**config.mk**
```make
export PLATFORM = sky130hd
export DESIGN_NAME = tws_port
export DESIGN_NICKNAME = d
export VERILOG_FILES = /design/src/rtl/tws_pkg.sv /design/src/rtl/tws_sck_gen.sv /design/src/rtl/tws_port.sv
export VERILOG_INCLUDE_DIRS = /design/src /design/src/rtl
export SDC_FILE = /design/constraint.sdc
export NUM_CORES = 1
export LEC_CHECK = 0
export ABC_AREA = 1
export BUFFER_PORTS_ARGS = -buffer_cell sky130_fd_sc_hd__buf_2
export CAP_MARGIN = 10
export CORE_UTILIZATION = 45
export DETAILED_ROUTE_END_ITERATION = 8
export GPL_TIMING_DRIVEN = 0
export PLACE_DENSITY = 0.71
export SLEW_MARGIN = 20
export SYNTH_ARGS = -nofsm -noshare
export SYNTH_HDL_FRONTEND = slang
export SYNTH_HIERARCHICAL = 1
export SYNTH_SLANG_ARGS = --single-unit
```
**constraint.sdc**
```tcl
create_clock -name clk_sys -period 4.91 [get_ports clk_sys]
set_clock_uncertainty 0.2 [all_clocks]
set_input_delay 0.2455 -clock clk_sys [delete_from_list [all_inputs] [get_ports clk_sys]]
set_output_delay 0.2455 -clock clk_sys [all_outputs]
set_load 0.01 [all_outputs]
```
**src/rtl/tws_params.svh**
```systemverilog
// Offsets, field positions, reset values and clock ratios of the three-wire serial port
`ifndef TWS_PARAMS_SVH
`define TWS_PARAMS_SVH

`define TWS_ADDR_W 8
`define TWS_DATA_W 32

`define TWS_OFF_CTRL 8'h00
`define TWS_OFF_DATA 8'h04
`define TWS_OFF_PORT 8'h08
`define TWS_OFF_STAT 8'h0c
`define TWS_OFF_MASK 8'h10

`define TWS_CTRL_PIN_SEL 0
`define TWS_CTRL_CLK_LO 1
`define TWS_CTRL_CLK_HI 2
`define TWS_CTRL_FLOAT 3
`define TWS_CTRL_GO 4

`define TWS_PORT_OUT_LSB 0
`define TWS_PORT_DIR_LSB 4
`define TWS_PORT_PIN_LSB 8

`define TWS_STAT_DONE 0

`define TWS_CLK_EXT 2'h0
`define TWS_CLK_DIV16 2'h1
`define TWS_CLK_DIV128 2'h2
`define TWS_CLK_DIV1024 2'h3

`define TWS_DIV_16 16
`define TWS_DIV_128 128
`define TWS_DIV_1024 1024
`define TWS_HALF_W 10

`define TWS_BITS 4'h8
`define TWS_RST_PORT_OUT 3'h7
`define TWS_RST_PORT_DIR 3'h0
`define TWS_RST_SHIFT 8'h00

`endif

```
**src/rtl/tws_pkg.sv**
```systemverilog
// Types shared by the three-wire serial port files
package tws_pkg;
    typedef enum logic [0:0] {TWS_IDLE, TWS_RUN} tws_state_e;
    typedef logic [1:0] tws_clk_sel_t;
    typedef logic [2:0] tws_lines_t;
endpackage

```
**src/rtl/tws_sck_gen.sv**
```systemverilog
// Internal serial clock divider for the three-wire serial port
`timescale 1ns/1ps
`include "tws_params.svh"
module tws_sck_gen
    import tws_pkg::*;
(
    input wire logic clk_sys, // System clock
    input wire logic resetn, // Synchronous reset, active low
    input wire logic ce, // Clock enable
    input wire logic run, // Produce serial clock while high
    input wire tws_clk_sel_t div_sel, // Divider choice
    output logic sck_level, // Serial clock level, idles high
    output logic sck_fall, // One-cycle pulse at falling edge
    output logic sck_rise // One-cycle pulse at rising edge
);
    logic [`TWS_HALF_W-1:0] cnt_reg;
    logic [`TWS_HALF_W-1:0] half_last;
    logic wrap;

    // Half period minus one, in system clocks
    assign half_last = (div_sel == `TWS_CLK_DIV16) ? `TWS_HALF_W'(`TWS_DIV_16 / 2 - 1) :
                       (div_sel == `TWS_CLK_DIV128) ? `TWS_HALF_W'(`TWS_DIV_128 / 2 - 1) :
                       `TWS_HALF_W'(`TWS_DIV_1024 / 2 - 1);
    assign wrap = run && (cnt_reg == half_last);

    always_ff @(posedge clk_sys)
    begin
        if (!resetn)
        begin
            cnt_reg <= '0;
            sck_level <= 1'b1;
            sck_fall <= 1'b0;
            sck_rise <= 1'b0;
        end
        else if (ce)
        begin
            // Stopped clock restarts from a full high half period
            cnt_reg <= (!run || wrap) ? '0 : cnt_reg + 1'b1;
            sck_level <= run ? (wrap ? ~sck_level : sck_level) : 1'b1;
            sck_fall <= wrap && sck_level;
            sck_rise <= wrap && !sck_level;
        end
    end
endmodule // tws_sck_gen

```
**src/rtl/tws_port.sv**
```systemverilog
// Three-wire serial port with APB registers, shared port lines and interrupt
//
// Design decisions made here: the placing of the registers and the APB slave port.
`timescale 1ns/1ps
`include "tws_params.svh"
module tws_port
    import tws_pkg::*;
(
    input wire logic clk_sys, // System clock, 100 MHz
    input wire logic resetn, // Synchronous reset, active low
    input wire logic ce, // Clock enable, freezes all state when low
    input wire logic psel, // APB select
    input wire logic penable, // APB enable
    input wire logic pwrite, // APB direction
    input wire logic [`TWS_ADDR_W-1:0] paddr, // APB byte address
    input wire logic [`TWS_DATA_W-1:0] pwdata, // APB write data
    output logic [`TWS_DATA_W-1:0] prdata, // APB read data
    output logic pready, // APB ready
    output logic pslverr, // APB error on unmapped address
    input wire tws_lines_t line_in, // Pin levels: 0 clock, 1 data out, 2 data in
    output tws_lines_t line_out, // Pin drive values
    output tws_lines_t line_oe, // Pin output enables, high drives
    output logic irq // Level interrupt
);
    tws_state_e state_reg;
    logic [7:0] serial_shift_reg;
    logic [3:0] bit_cnt_reg;
    logic serial_pin_select_reg;
    tws_clk_sel_t clk_sel_reg;
    logic output_float_select_reg;
    tws_lines_t port_out_reg;
    tws_lines_t port_dir_reg;
    logic status_reg;
    logic mask_reg;
    logic pready_reg;
    logic pslverr_reg;
    logic [`TWS_DATA_W-1:0] prdata_reg;
    tws_lines_t line_out_reg;
    tws_lines_t line_oe_reg;
    logic irq_reg;
    tws_lines_t sync1_reg;
    tws_lines_t sync2_reg;
    tws_lines_t sync3_reg;
    tws_lines_t pin_reg;
    logic ext_prev_reg;

    wire transfer_go = (state_reg == TWS_RUN);
    wire internal_clk = (clk_sel_reg != `TWS_CLK_EXT);
    wire apb_access = psel && penable;
    wire apb_done = apb_access && pready_reg;
    wire pready_next = apb_access && !pready_reg;
    wire hit_ctrl = (paddr == `TWS_OFF_CTRL);
    wire hit_data = (paddr == `TWS_OFF_DATA);
    wire hit_port = (paddr == `TWS_OFF_PORT);
    wire hit_stat = (paddr == `TWS_OFF_STAT);
    wire hit_mask = (paddr == `TWS_OFF_MASK);
    wire addr_hit = hit_ctrl || hit_data || hit_port || hit_stat || hit_mask;
    wire wr_en = apb_done && pwrite;
    wire wr_ctrl = wr_en && hit_ctrl;
    wire wr_data = wr_en && hit_data;
    wire wr_port = wr_en && hit_port;
    wire wr_stat = wr_en && hit_stat;
    wire wr_mask = wr_en && hit_mask;
    // Start needs the serial function selected in the same write
    wire start = wr_ctrl && !transfer_go && pwdata[`TWS_CTRL_GO] && pwdata[`TWS_CTRL_PIN_SEL];

    logic int_level;
    logic int_fall;
    logic int_rise;
    tws_sck_gen u_sck_gen
    (
        .clk_sys(clk_sys),
        .resetn(resetn),
        .ce(ce),
        .run(transfer_go && internal_clk),
        .div_sel(clk_sel_reg),
        .sck_level(int_level),
        .sck_fall(int_fall),
        .sck_rise(int_rise)
    );

    // Edges of the filtered external clock pin
    wire ext_fall = ext_prev_reg && !pin_reg[0];
    wire ext_rise = !ext_prev_reg && pin_reg[0];
    wire sck_fall = transfer_go && (internal_clk ? int_fall : ext_fall);
    wire sck_rise = transfer_go && (internal_clk ? int_rise : ext_rise);
    wire last_bit = sck_rise && (bit_cnt_reg == `TWS_BITS - 4'h1);
    wire stat_clear = wr_stat && pwdata[`TWS_STAT_DONE];

    wire [`TWS_DATA_W-1:0] ctrl_rd = {27'h0, transfer_go, output_float_select_reg, clk_sel_reg,
                                      serial_pin_select_reg};
    wire [`TWS_DATA_W-1:0] port_rd = {21'h0, pin_reg, 1'b0, port_dir_reg, 1'b0, port_out_reg};
    wire [`TWS_DATA_W-1:0] rd_mux = hit_ctrl ? ctrl_rd :
                                    hit_data ? {24'h0, serial_shift_reg} :
                                    hit_port ? port_rd :
                                    hit_stat ? {31'h0, status_reg} :
                                    hit_mask ? {31'h0, mask_reg} : '0;

    // Three-stage pin synchroniser; a change counts once stages two and three agree
    genvar gi;
    generate
        for (gi = 0; gi < 3; gi++)
        begin : g_sync
            always_ff @(posedge clk_sys)
            begin
                if (!resetn)
                begin
                    sync1_reg[gi] <= 1'b1;
                    sync2_reg[gi] <= 1'b1;
                    sync3_reg[gi] <= 1'b1;
                    pin_reg[gi] <= 1'b1;
                end
                else if (ce)
                begin
                    sync1_reg[gi] <= line_in[gi];
                    sync2_reg[gi] <= sync1_reg[gi];
                    sync3_reg[gi] <= sync2_reg[gi];
                    if (sync2_reg[gi] == sync3_reg[gi])
                        pin_reg[gi] <= sync3_reg[gi];
                end
            end
        end
    endgenerate

    // APB slave: one wait state, answer in the second access cycle
    always_ff @(posedge clk_sys)
    begin
        if (!resetn)
        begin
            pready_reg <= 1'b0;
            pslverr_reg <= 1'b0;
            prdata_reg <= '0;
        end
        else if (ce)
        begin
            pready_reg <= pready_next;
            pslverr_reg <= pready_next && !addr_hit;
            prdata_reg <= (pready_next && !pwrite) ? rd_mux : '0;
        end
    end

    // Mode register, left alone while a transfer runs; mask and port direction bits written at any time
    always_ff @(posedge clk_sys)
    begin
        if (!resetn)
        begin
            serial_pin_select_reg <= 1'b0;
            clk_sel_reg <= `TWS_CLK_EXT;
            output_float_select_reg <= 1'b0;
            mask_reg <= 1'b0;
            port_dir_reg <= `TWS_RST_PORT_DIR;
        end
        else if (ce)
        begin
            if (wr_ctrl && !transfer_go)
            begin
                serial_pin_select_reg <= pwdata[`TWS_CTRL_PIN_SEL];
                clk_sel_reg <= pwdata[`TWS_CTRL_CLK_HI:`TWS_CTRL_CLK_LO];
                output_float_select_reg <= pwdata[`TWS_CTRL_FLOAT];
            end
            if (wr_mask)
                mask_reg <= pwdata[`TWS_STAT_DONE];
            if (wr_port)
                port_dir_reg <= pwdata[`TWS_PORT_DIR_LSB +: 3];
        end
    end

    // Transfer sequencer
    always_ff @(posedge clk_sys)
    begin
        if (!resetn)
        begin
            state_reg <= TWS_IDLE;
            bit_cnt_reg <= 4'h0;
        end
        else if (ce)
        begin
            case (state_reg)
                TWS_IDLE:
                begin
                    bit_cnt_reg <= 4'h0;
                    if (start)
                        state_reg <= TWS_RUN;
                end
                TWS_RUN:
                begin
                    if (sck_rise)
                        bit_cnt_reg <= bit_cnt_reg + 4'h1;
                    if (last_bit)
                        state_reg <= TWS_IDLE;
                end
                default:
                    state_reg <= TWS_IDLE;
            endcase
        end
    end

    // Shift register: plain register when idle, shifts on serial clock when running
    always_ff @(posedge clk_sys)
    begin
        if (!resetn)
            serial_shift_reg <= `TWS_RST_SHIFT;
        else if (ce)
        begin
            if (sck_rise)
                serial_shift_reg <= {serial_shift_reg[6:0], pin_reg[2]};
            else if (wr_data && !transfer_go)
                serial_shift_reg <= pwdata[7:0];
        end
    end

    // Port latches; bit one doubles as the serial out latch
    always_ff @(posedge clk_sys)
    begin
        if (!resetn)
            port_out_reg <= `TWS_RST_PORT_OUT;
        else if (ce)
        begin
            if (wr_port)
                port_out_reg <= pwdata[`TWS_PORT_OUT_LSB +: 3];
            // Shift edge beats a same-cycle port write so the frame is not corrupted
            if (sck_fall)
                port_out_reg[1] <= serial_shift_reg[7];
        end
    end

    // Done flag: a completing transfer wins over a same-cycle clear
    always_ff @(posedge clk_sys)
    begin
        if (!resetn)
        begin
            status_reg <= 1'b0;
            irq_reg <= 1'b0;
        end
        else if (ce)
        begin
            if (last_bit)
                status_reg <= 1'b1;
            else if (start || stat_clear)
                status_reg <= 1'b0;
            irq_reg <= status_reg && mask_reg;
        end
    end

    // Pin drivers, registered so every pin comes from a flip-flop
    always_ff @(posedge clk_sys)
    begin
        if (!resetn)
        begin
            line_out_reg <= `TWS_RST_PORT_OUT;
            line_oe_reg <= 3'h0;
            ext_prev_reg <= 1'b1;
        end
        else if (ce)
        begin
            ext_prev_reg <= pin_reg[0];
            line_out_reg[0] <= serial_pin_select_reg ? int_level : port_out_reg[0];
            line_out_reg[1] <= port_out_reg[1];
            line_out_reg[2] <= port_out_reg[2];
            line_oe_reg[0] <= serial_pin_select_reg ? internal_clk : port_dir_reg[0];
            line_oe_reg[1] <= serial_pin_select_reg ? !output_float_select_reg : port_dir_reg[1];
            line_oe_reg[2] <= serial_pin_select_reg ? 1'b0 : port_dir_reg[2];
        end
    end

    assign prdata = prdata_reg;
    assign pready = pready_reg;
    assign pslverr = pslverr_reg;
    assign line_out = line_out_reg;
    assign line_oe = line_oe_reg;
    assign irq = irq_reg;
endmodule // tws_port

```
==> flow_summary_export.csv, run 1 <==
group,metric,value,unit
routing,routedWlPerCell,12.7,um
pwr,cellPowerDensity,272,nW/um^2
yosys,muxShareOfSynthArea,0.278,%
setup_path,crit_fanout,4,
yosys,synthSimpleGateAreaFrac,33.2,%
placed_design,dp_hpwl,6620,um
yosys,syn_inst,524,
clock_network,htreeDepth,3,
clock_network,cts.path.max_buffers,2,
yosys,synth_top_family_by_area,"simple AND/OR/NAND/NOR gates",
clock_network,cts_tree,"yes",
timing,worstMarginPinSlew,0.561,ns
routing,dr_total_vias,3516,
yosys,yosysSeqAreaShare,39.5,%
job,cap_violations,0,
setup_path,critPathSlowestCell,"dlygate4sd3_1",
placed_design,pre_cts_ws,3.13,ns
global_routing,grt-ovfl-total,0,
timing,fin_crit_sh,44.5,%
clock_network,cts_root_buf,"clkbuf_8",
placed_design,dp_cells,689,
routing,wl,9110,um
cells_and_area,final_cell_mix,"nand2_1, nor2_1, dfxtp_1",
floorplanning,die_area,8360,um^2
cells_and_area,drive_gt1_share,19.4,%
cells_and_area,fillers,770,
yosys,postSynthAreaPerCell,6.87,um^2
min_path,hp-class,"input port to register",
clock_network,cts_buffers,9,
clock_network,cts.sinks,71,
global_routing,grt_pass1_vias,3277,
timing,min_period,2.18,ns
pwr,ir_worst_vdd,0.170,mV
yosys,synth_area,3600,um^2
clock_network,clkTransAtPathRegs,0.07,ns
global_routing,grt_first_pass_wirelength,15100,um
floorplanning,initial_utilization,46.6,%
timing,final.setup.worst_slack,2.73,ns
timing,clock.fmax,458,MHz
yosys,synth_seq_cells,71,
timing,whs,0.00228,ns
placed_design,port_buffers,43,
yosys,synth_compound_gate_area_share,12.0,%
floorplanning,die_x,91.5,um
yosys,synth_xor_xnor_area_share,2.19,%
global_routing,track_usage,22.7,%
timing,rsz0062_at_grt,"false",
cells_and_area,mostFrequentLayoutCell,"nand2_1",
pwr,leakagePower,0.00197,uW
timing,final-setup-viol-count,0,
outcome,outcome,"complete, no violations",
routing,via_per_inst,4.91,
setup_path,crit_top_cell,"nand2_1",
cells_and_area,nNetsFinal,661,
setup_path,cpPeakStageDelay,0.55,ns
setup_path,required,5.00,ns
cells_and_area,diodes,0,
cells_and_area,syn_to_final_growth,20.2,%
floorplanning,fp.coreArea,7730,um^2
timing,finalMaxSlewViolations,0,
yosys,synthAdderAreaFrac,1.04,%
setup_path,critPathTopFamily,"buffers and inverters",
setup_path,crit_chain,"inv_1, ha_1, nor2_1, nand2_1, nand2_1, nand2_1, nor2_1, nand3_1, a21oi_1, dlygate4sd3_1",
cells_and_area,largest_register_ffs,11,
yosys,synth_cell_types,34,
routing,ant_nets,0,
timing,slew_headroom,62.6,%
pwr,finalPower,1180,uW
timing,fin_setup_tns,0,ns
setup_path,critPathBufInv,2,
floorplanning,ioPinCount,90,
floorplanning,rows,32,
routing,drtIter0Drc,206,
timing,final_hold_viol_count,0,
setup_path,worst_ep_arrival_time,2.28,ns
clock_network,clk_latency,0.36,ns
cells_and_area,final_cell_count_no_fill,716,
placed_design,gp_congestion,0.920,
setup_path,start_kind,"register",
setup_path,crit_type,"register to register",
routing,drc,0,
floorplanning,die_h,91.5,um
setup_path,end_kind,"register",
routing,drtPass1Iterations,6,
yosys,yosysWarningCount,6,
global_routing,grt_start_max_net_pins,13,
global_routing,antenna_found_initial,0,
power by group:
part | total (uW) | switching, uW | internal (uW)
sequential | 594 | 7.36 | 586
combinational | 108 | 63.8 | 44.1
clock | 476 | 230 | 246
total | 1180 | 301 | 876
cell type report:
| type | instances | area, um^2 | share of cell area, % |
|---|---|---|---|
| plain buffers | 36 | 233 | 5.38 |
| flip-flops and latches | 71 | 1420 | 32.9 |
| multi-input cells | 387 | 1830 | 42.3 |
| clock inverters | 6 | 60.1 | 1.39 |
| inverters | 50 | 190 | 4.40 |
| repair buffers | 54 | 325 | 7.52 |
| well taps | 102 | 128 | 2.95 |
| clock buffers | 10 | 138 | 3.18 |
final timing paths:
path,startpoint,end,slack (ns),depth (start not counted)
worst min-delay path,pwdata[1],clk_sel_reg[0],0.002,3
worst min register to register,sync1_reg[1],sync1_reg[1],0.26,2
worst max-delay path,clk_sel_reg[1],u_sck_gen/sck_fall,2.73,10
worst max register to register,clk_sel_reg[1],u_sck_gen/sck_fall,2.73,10
repair_timing:
| item | 4_1_cts | 5_1_grt |
|---|---|---|
| buffers inserted | 0 | 0 |
| resized for setup | 0 | 0 |
| hold buffers | 11 | 0 |
| endpoints found under the hold margin | 10 | 0 |
metal layers:
layer	wire length [um]	global-route usage, %
met5	0	0
met4	154	8.47
met3	533	4.77
met2	4250	38.2
met1	4170	28.5
tightest hold or removal path: stages:
cell	delay, ns
buf_2	0.12
nor2_1	0.10
a211oi_1	0.05
per-stage QoR:
stage | util [%] | area (um^2)
floorplan | - | 3680
global placement | 52.0 | 4020
detailed placement | 52.0 | 4020
CTS | 56.0 | 4330
global route | 56.0 | 4330
finish | 56.0 | 4330
cell families after synthesis:
logic type      after synthesis
mux                           1
other cells                   1
flops                        71
compound gates               75
buf+inv                      86
simple gates                278
xor+xnor                      9
fa+ha+maj                     3
cells in the mapped netlist, drive strengths merged:
cell type	count	area, um^2
xnor2	1	8.76
mux2i	1	10.0
nand4	4	25.0
nand3	40	200
conb	1	3.75
nand3b	1	7.51
nor2	83	347
buf	27	199
ha	3	37.5
clkinv	1	3.75
clkbuf	9	33.8
a21oi	26	130
inv	49	186
o211ai	8	60.1
o21ai	34	189
a21boi	2	15.0
nor3	3	20.0
dfxtp	71	1420
a31oi	1	6.26
nand2	147	597
a211oi	4	30.0
xor2	8	70.1
No activity file was read; power rests on OpenSTA's default activity.
==> run 2: changes to the inputs <==
--- a/config.mk
+++ b/config.mk
@@ -6,13 +6,13 @@
 export SDC_FILE = /design/constraint.sdc
 export NUM_CORES = 1
 export LEC_CHECK = 0
-export ABC_AREA = 1
+export ABC_AREA = 0
 export BUFFER_PORTS_ARGS = -buffer_cell sky130_fd_sc_hd__buf_2
 export CAP_MARGIN = 10
 export CORE_UTILIZATION = 45
 export DETAILED_ROUTE_END_ITERATION = 8
 export GPL_TIMING_DRIVEN = 0
-export PLACE_DENSITY = 0.71
+export PLACE_DENSITY = 0.74
 export SLEW_MARGIN = 20
 export SYNTH_ARGS = -nofsm -noshare
 export SYNTH_HDL_FRONTEND = slang
==> constraint.sdc (replaced) <==
create_clock -name clk_sys -period 1.9 [get_ports clk_sys]
set_clock_uncertainty 0.2 [all_clocks]
set_input_delay 0.095 -clock clk_sys [delete_from_list [all_inputs] [get_ports clk_sys]]
set_output_delay 0.095 -clock clk_sys [all_outputs]
set_load 0.01 [all_outputs]
==> flow_summary_export.csv, run 2 <==
group,metric,value,unit
yosys,yosysTopAreaCellShare,40.3,%
yosys,postSynthAreaPerCell,8.84,um^2
timing,final.setup.worst_slack,-0.0869,ns
floorplanning,die_x,90.6,um
pwr,p_int,2260,uW
job,cap_violations,0,
yosys,yosys-top-cells-count,"dfxtp_1, nor2_1, a21oi_1, mux2i_1, nand2_1",
yosys,synth_cell_types,59,
floorplanning,initial_utilization,47.6,%
yosys,synth-edff-count,0,
pwr,power_frac_comb,9.1,%
setup_path,start_kind,"register",
yosys,synth_area_leaders,"dfxtp_1, mux2i_1, a21oi_1",
cells_and_area,fillers,626,
setup_path,crit_fanout,10,
global_routing,grt_pass1_vias,3137,
setup_path,critPathTopFamily,"simple AND/OR/NAND/NOR gates",
cells_and_area,mostFrequentLayoutCell,"dfxtp_1",
setup_path,required,1.94,ns
yosys,yosysSeqAreaShare,40.3,%
yosys,synth_ff_type,"dfxtp_1",
yosys,yosysWarningCount,6,
global_routing,grt_start_max_net_pins,14,
cells_and_area,final_util,62.2,%
cells_and_area,final_cell_count_no_fill,613,
timing,final_hold_viol_count,0,
setup_path,worstRegToRegCells,7,
clock_network,cts.path.max_buffers,2,
timing,fin_crit_sh,105,%
routing,dr_total_vias,3395,
routing,wl,9490,um
cells_and_area,multiInputGateArea,1990,um^2
clock_network,cts.sinks,71,
global_routing,grt-ovfl-total,0,
timing,worstMarginPinSlew,0.690,ns
yosys,synth_most_common_cell,"dfxtp_1",
yosys,yosysTopAreaCell,"dfxtp_1",
clock_network,cts_tree,"yes",
cells_and_area,ff_latch_area,1430,um^2
min_path,hp-class,"input port to register",
pwr,ir_worst_vdd,0.382,mV
routing,via_per_inst,5.54,
setup_path,path_depth,7,
placed_design,pre_cts_ws,-0.469,ns
timing,final-setup-viol-count,11,
pwr,leakagePower,0.00194,uW
global_routing,antenna_found_initial,0,
clock_network,clk_latency,0.36,ns
placed_design,gp_congestion,0.885,
yosys,synthArstFlopShare,0,%
floorplanning,die_h,90.6,um
placed_design,dp_hpwl,6290,um
setup_path,critPathBufInv,2,
cells_and_area,final_cell_mix,"dfxtp_1, buf_2, buf_4",
timing,min_period,1.99,ns
min_path,min_delay_path_depth,4,
cells_and_area,diodes,0,
clock_network,cts_root_buf,"clkbuf_8",
floorplanning,die_area,8200,um^2
timing,slew_headroom,54.0,%
timing,clock.fmax,503,MHz
global_routing,track_usage,23.7,%
floorplanning,rows,31,
routing,routedWlPerCell,15.5,um
global_routing,grt_first_pass_wirelength,15300,um
setup_path,critPathSlowestCell,"or4_4",
yosys,synth_seq_cells,71,
yosys,synth_area,3530,um^2
outcome,violations,"setup timing",
routing,ant_nets,0,
pwr,cellPowerDensity,657,nW/um^2
cells_and_area,nNetsFinal,561,
pwr,power_frac_clock,41.4,%
cells_and_area,largest_register_ffs,11,
clock_network,cts_buffers,9,
setup_path,crit_type,"register to register",
setup_path,crit_chain,"inv_2, ha_4, or4_4, a221oi_4, a21o_1, buf_6, nor2_1",
routing,drtIter0Drc,330,
timing,rsz0062_at_grt,"true",
placed_design,port_buffers,44,
setup_path,end_kind,"register",
placed_design,dp_cells,562,
pwr,power_frac_seq,49.5,%
routing,drc,0,
setup_path,cpPeakStageDelay,0.44,ns
pwr,switching_power,767,uW
pwr,sw_frac_of_total,25.3,%
setup_path,worst_ep_arrival_time,2.03,ns
cells_and_area,drive_gt1_share,26.5,%
floorplanning,fp.coreArea,7410,um^2
floorplanning,ioPinCount,90,
yosys,syn_inst,399,
timing,finalMaxSlewViolations,0,
outcome,outcome,"complete, but fails checks",
clock_network,clkTransAtPathRegs,0.09,ns
clock_network,htreeDepth,3,
cells_and_area,syn_to_final_growth,30.7,%
routing,drtPass1Iterations,5,
-- run 2: changes by cell type after synthesis, sizes merged, moves of 9 or more --
cell and delta:
inv -42, nand3 -30, nand2 -117, o31ai +16, o21ai -18, mux2i +31, nand4 +9, nor2 -49
-- run 2: per-layer routing --
metal | vias up | GRT usage (%) | wire [um]
li1 | 1621 | - | -
met3 | 28 | 3.87 | 630
met1 | 1584 | 30.4 | 4270
met5 | - | 0 | 0
met2 | 162 | 38.6 | 4300
met4 | 0 | 11.4 | 291
-- run 2: cell type report --
class                   instances  share of cell area, %
well taps                      99                   2.69
repair buffers                 80                   12.1
plain buffers                  44                   6.11
multi-input cells             296                   43.1
flip-flops and latches         71                   31.1
clock buffers                  10                   2.99
clock inverters                 6                   1.44
inverters                       7                  0.570
-- run 2: cells by family (layout without fill, tap and decap cells) --
family / Yosys count / after routing / synth area share (%)
AO/OA/AOI/OAI: 100 / 100 / 18.3
XOR/XNOR: 9 / 9 / 2.23
adder cells (fa/ha/maj): 3 / 3 / 1.06
buffers and inverters: 52 / 147 / 8.48
flip-flops: 71 / 71 / 40.3
multiplexers: 32 / 32 / 9.08
other: 1 / 21 / 0.106
AND/OR/NAND/NOR: 131 / 131 / 20.5
-- run 2: timing repair --
item                                   4_1_cts  5_1_grt
setup buffers                               11        5
hold buffers                                20        0
pin swaps                                    5        5
gates resized for setup                     11       17
setup endpoints to repair                   29       28
endpoints found under the hold margin       29        0
-- run 2: path summary, 6_finish.rpt --
path / startpoint / endpoint / slack (ns)
max: clk_sel_reg[1] / u_sck_gen/cnt_reg[0] / -0.09
min: paddr[2] / clk_sel_reg[0] / 0.01
max reg2reg: clk_sel_reg[1] / u_sck_gen/cnt_reg[0] / -0.09
min reg2reg: irq / irq / 0.26
-- run 2: per-stage QoR --
step / total power (uW) / area [um^2] / hold WS, ns / setup TNS [ns]
after global routing: 3140 / 4610 / 0.0364 / -1.40
after CTS: 3040 / 4530 / 0.00775 / -0.922
final: 3030 / 4610 / 0.00994 / -0.784
after floorplan: 1690 / 3650 / -0.0250 / -0.401
after detailed placement: 1770 / 3990 / 0.121 / -10.90
after global placement: 1760 / 3990 / 0.113 / -10.06
-- run 2: tightest hold or removal path: stages --
cell and delay (ns):
buf_2 0.17, nor3_2 0.11, nand4_1 0.09, a21oi_1 0.05
-- run 2: power by group through the flow --
stage          clock [uW]  combinational (uW)  sequential, uW
2_1_floorplan           0                 157            1540
3_3_place_gp            0                 227            1540
3_5_place_dp            0                 231            1540
4_1_cts              1270                 265            1500
5_1_grt              1340                 299            1500
6_report             1250                 277            1500
==> run 3: changes to the inputs <==
--- a/config.mk
+++ b/config.mk
@@ -9,10 +9,10 @@
 export ABC_AREA = 0
 export BUFFER_PORTS_ARGS = -buffer_cell sky130_fd_sc_hd__buf_2
 export CAP_MARGIN = 10
-export CORE_UTILIZATION = 45
+export CORE_UTILIZATION = 48
 export DETAILED_ROUTE_END_ITERATION = 8
 export GPL_TIMING_DRIVEN = 0
-export PLACE_DENSITY = 0.74
+export PLACE_DENSITY = 0.78
 export SLEW_MARGIN = 20
 export SYNTH_ARGS = -nofsm -noshare
 export SYNTH_HDL_FRONTEND = slang
==> flow_summary_export.csv, run 3 (synthesis results as in run 2) <==
group,metric,value,unit
outcome,outcome,"complete, but fails checks",
outcome,violations,"hold timing, setup timing",
routing,dr_total_vias,3307,
clock_network,cts_root_buf,"clkbuf_8",
setup_path,end_kind,"register",
cells_and_area,syn_to_final_growth,28.7,%
placed_design,dp_hpwl,6310,um
pwr,switching_power,737,uW
global_routing,grt-ovfl-total,0,
cells_and_area,mostFrequentLayoutCell,"dfxtp_1",
setup_path,crit_fanout,10,
clock_network,cts_buffers,9,
cells_and_area,largest_register_ffs,11,
pwr,power_frac_clock,41.5,%
global_routing,gr-usage-met2,38.1,%
cells_and_area,nNetsFinal,553,
min_path,min_delay_path_depth,4,
routing,wl,9110,um
cells_and_area,drive_gt1_share,25.7,%
timing,min_period,2.00,ns
floorplanning,fp.coreArea,6940,um^2
global_routing,busiest_layer,"met2",
setup_path,crit_type,"register to register",
global_routing,track_usage,24.5,%
routing,drc,0,
floorplanning,die_h,87.7,um
clock_network,cts.path.max_buffers,2,
cells_and_area,fillers,569,
pwr,power_frac_comb,9.0,%
global_routing,grt_pass1_vias,3060,
pwr,sw_frac_of_total,24.3,%
routing,via_per_inst,5.49,
setup_path,required,1.94,ns
routing,drtPass1Iterations,4,
floorplanning,die_area,7700,um^2
placed_design,gp_congestion,0.899,
global_routing,antenna_found_initial,0,
clock_network,clkTransAtPathRegs,0.08,ns
min_path,min_from,"paddr[2]",
setup_path,worst_ep_arrival_time,2.04,ns
global_routing,grt_first_pass_wirelength,14500,um
timing,final-setup-viol-count,11,
routing,drtIter0Drc,295,
clock_network,htreeDepth,3,
timing,rsz0062_at_grt,"true",
placed_design,pre_cts_ws,-0.399,ns
routing,routedWlPerCell,15.1,um
timing,whs,-0.0106,ns
job,cap_violations,0,
floorplanning,initial_utilization,50.8,%
setup_path,startpoint,"clk_sel_reg[1]",
floorplanning,ioPinCount,90,
pwr,p_int,2300,uW
global_routing,met1_usage,32.1,%
pwr,power_frac_seq,49.5,%
timing,fin_crit_sh,105,%
setup_path,r2r_start,"clk_sel_reg[1]",
floorplanning,rows,30,
cells_and_area,final_cell_mix,"dfxtp_1, buf_2, nor2_1",
timing,clock.fmax,500,MHz
clock_network,cts.sinks,71,
setup_path,start_kind,"register",
routing,ant_nets,0,
timing,final_hold_viol_count,3,
cells_and_area,diodes,0,
clock_network,cts_tree,"yes",
global_routing,met3_usage,4.81,%
placed_design,port_buffers,44,
min_path,hp-class,"input port to register",
timing,finalMaxSlewViolations,0,
timing,slew_headroom,49.2,%
pwr,leakagePower,0.00188,uW
global_routing,grt_start_max_net_pins,13,
pwr,cellPowerDensity,668,nW/um^2
timing,final.setup.worst_slack,-0.0983,ns
pwr,ir_worst_vdd,0.451,mV
clock_network,clk_latency,0.36,ns
setup_path,worstRegToRegCells,7,
floorplanning,die_x,87.7,um
timing,worstMarginPinSlew,0.762,ns
-- run 3: repair_timing --
| action | in CTS | in global routing |
|---|---|---|
| endpoints found under the hold margin | 28 | 0 |
| buffers inserted | 4 | 6 |
| pin swaps | 5 | 4 |
| hold buffers | 18 | 0 |
| resized for setup | 9 | 19 |
| setup endpoints to repair | 30 | 33 |
-- run 3: final timing paths --
kind | to | slack (ns)
max | u_sck_gen/cnt_reg[8] | -0.1
min | clk_sel_reg[1] | -0.01
max reg2reg | u_sck_gen/cnt_reg[8] | -0.1
min reg2reg | irq | 0.26
-- run 3: power groups by stage --
stage | clock network (uW) | logic (uW) | registers, uW
after global routing | 1350 | 298 | 1500
after global placement | 0 | 225 | 1540
after floorplan | 0 | 157 | 1540
final | 1260 | 273 | 1500
after CTS | 1270 | 259 | 1500
after detailed placement | 0 | 229 | 1540
-- run 3: layout make-up --
type	count	area (um^2)	area share [%]
timing repair buffer	72	483	10.6
tap	96	120	2.64
sequential	71	1430	31.5
clock inverter	4	53.8	1.18
inverter	7	26.3	0.579
clock buffer	12	155	3.42
buffer	44	279	6.14
multi-input combinational	296	1990	43.9
-- run 3: worst max-delay path: stages, from the launching register on --
cell      delay (ns)
dfxtp_4         0.38
inv_2           0.04
ha_4            0.21
or4_4           0.43
a221oi_4        0.27
a21o_1          0.16
buf_6           0.13
nor2_1          0.05
-- run 3: layer usage --
| layer | routed length [um] | vias up |
|---|---|---|
| met5 | 0 | - |
| met3 | 580 | 24 |
| met2 | 4210 | 117 |
| li1 | - | 1610 |
| met1 | 4050 | 1556 |
| met4 | 272 | 0 |
-- run 3: stage by stage --
stage               instances  TNS [ns]  area, um^2  utilization [%]  power (uW)
CTS                       596     -1.09        4440             63.9        3030
global route              602     -1.86        4540             65.4        3150
detailed placement        559     -9.77        3990             57.4        1770
global placement          559     -8.39        3990             57.4        1760
finish                    602     -1.00        4540             65.4        3030
floorplan                 419    -0.401        3650                -        1690
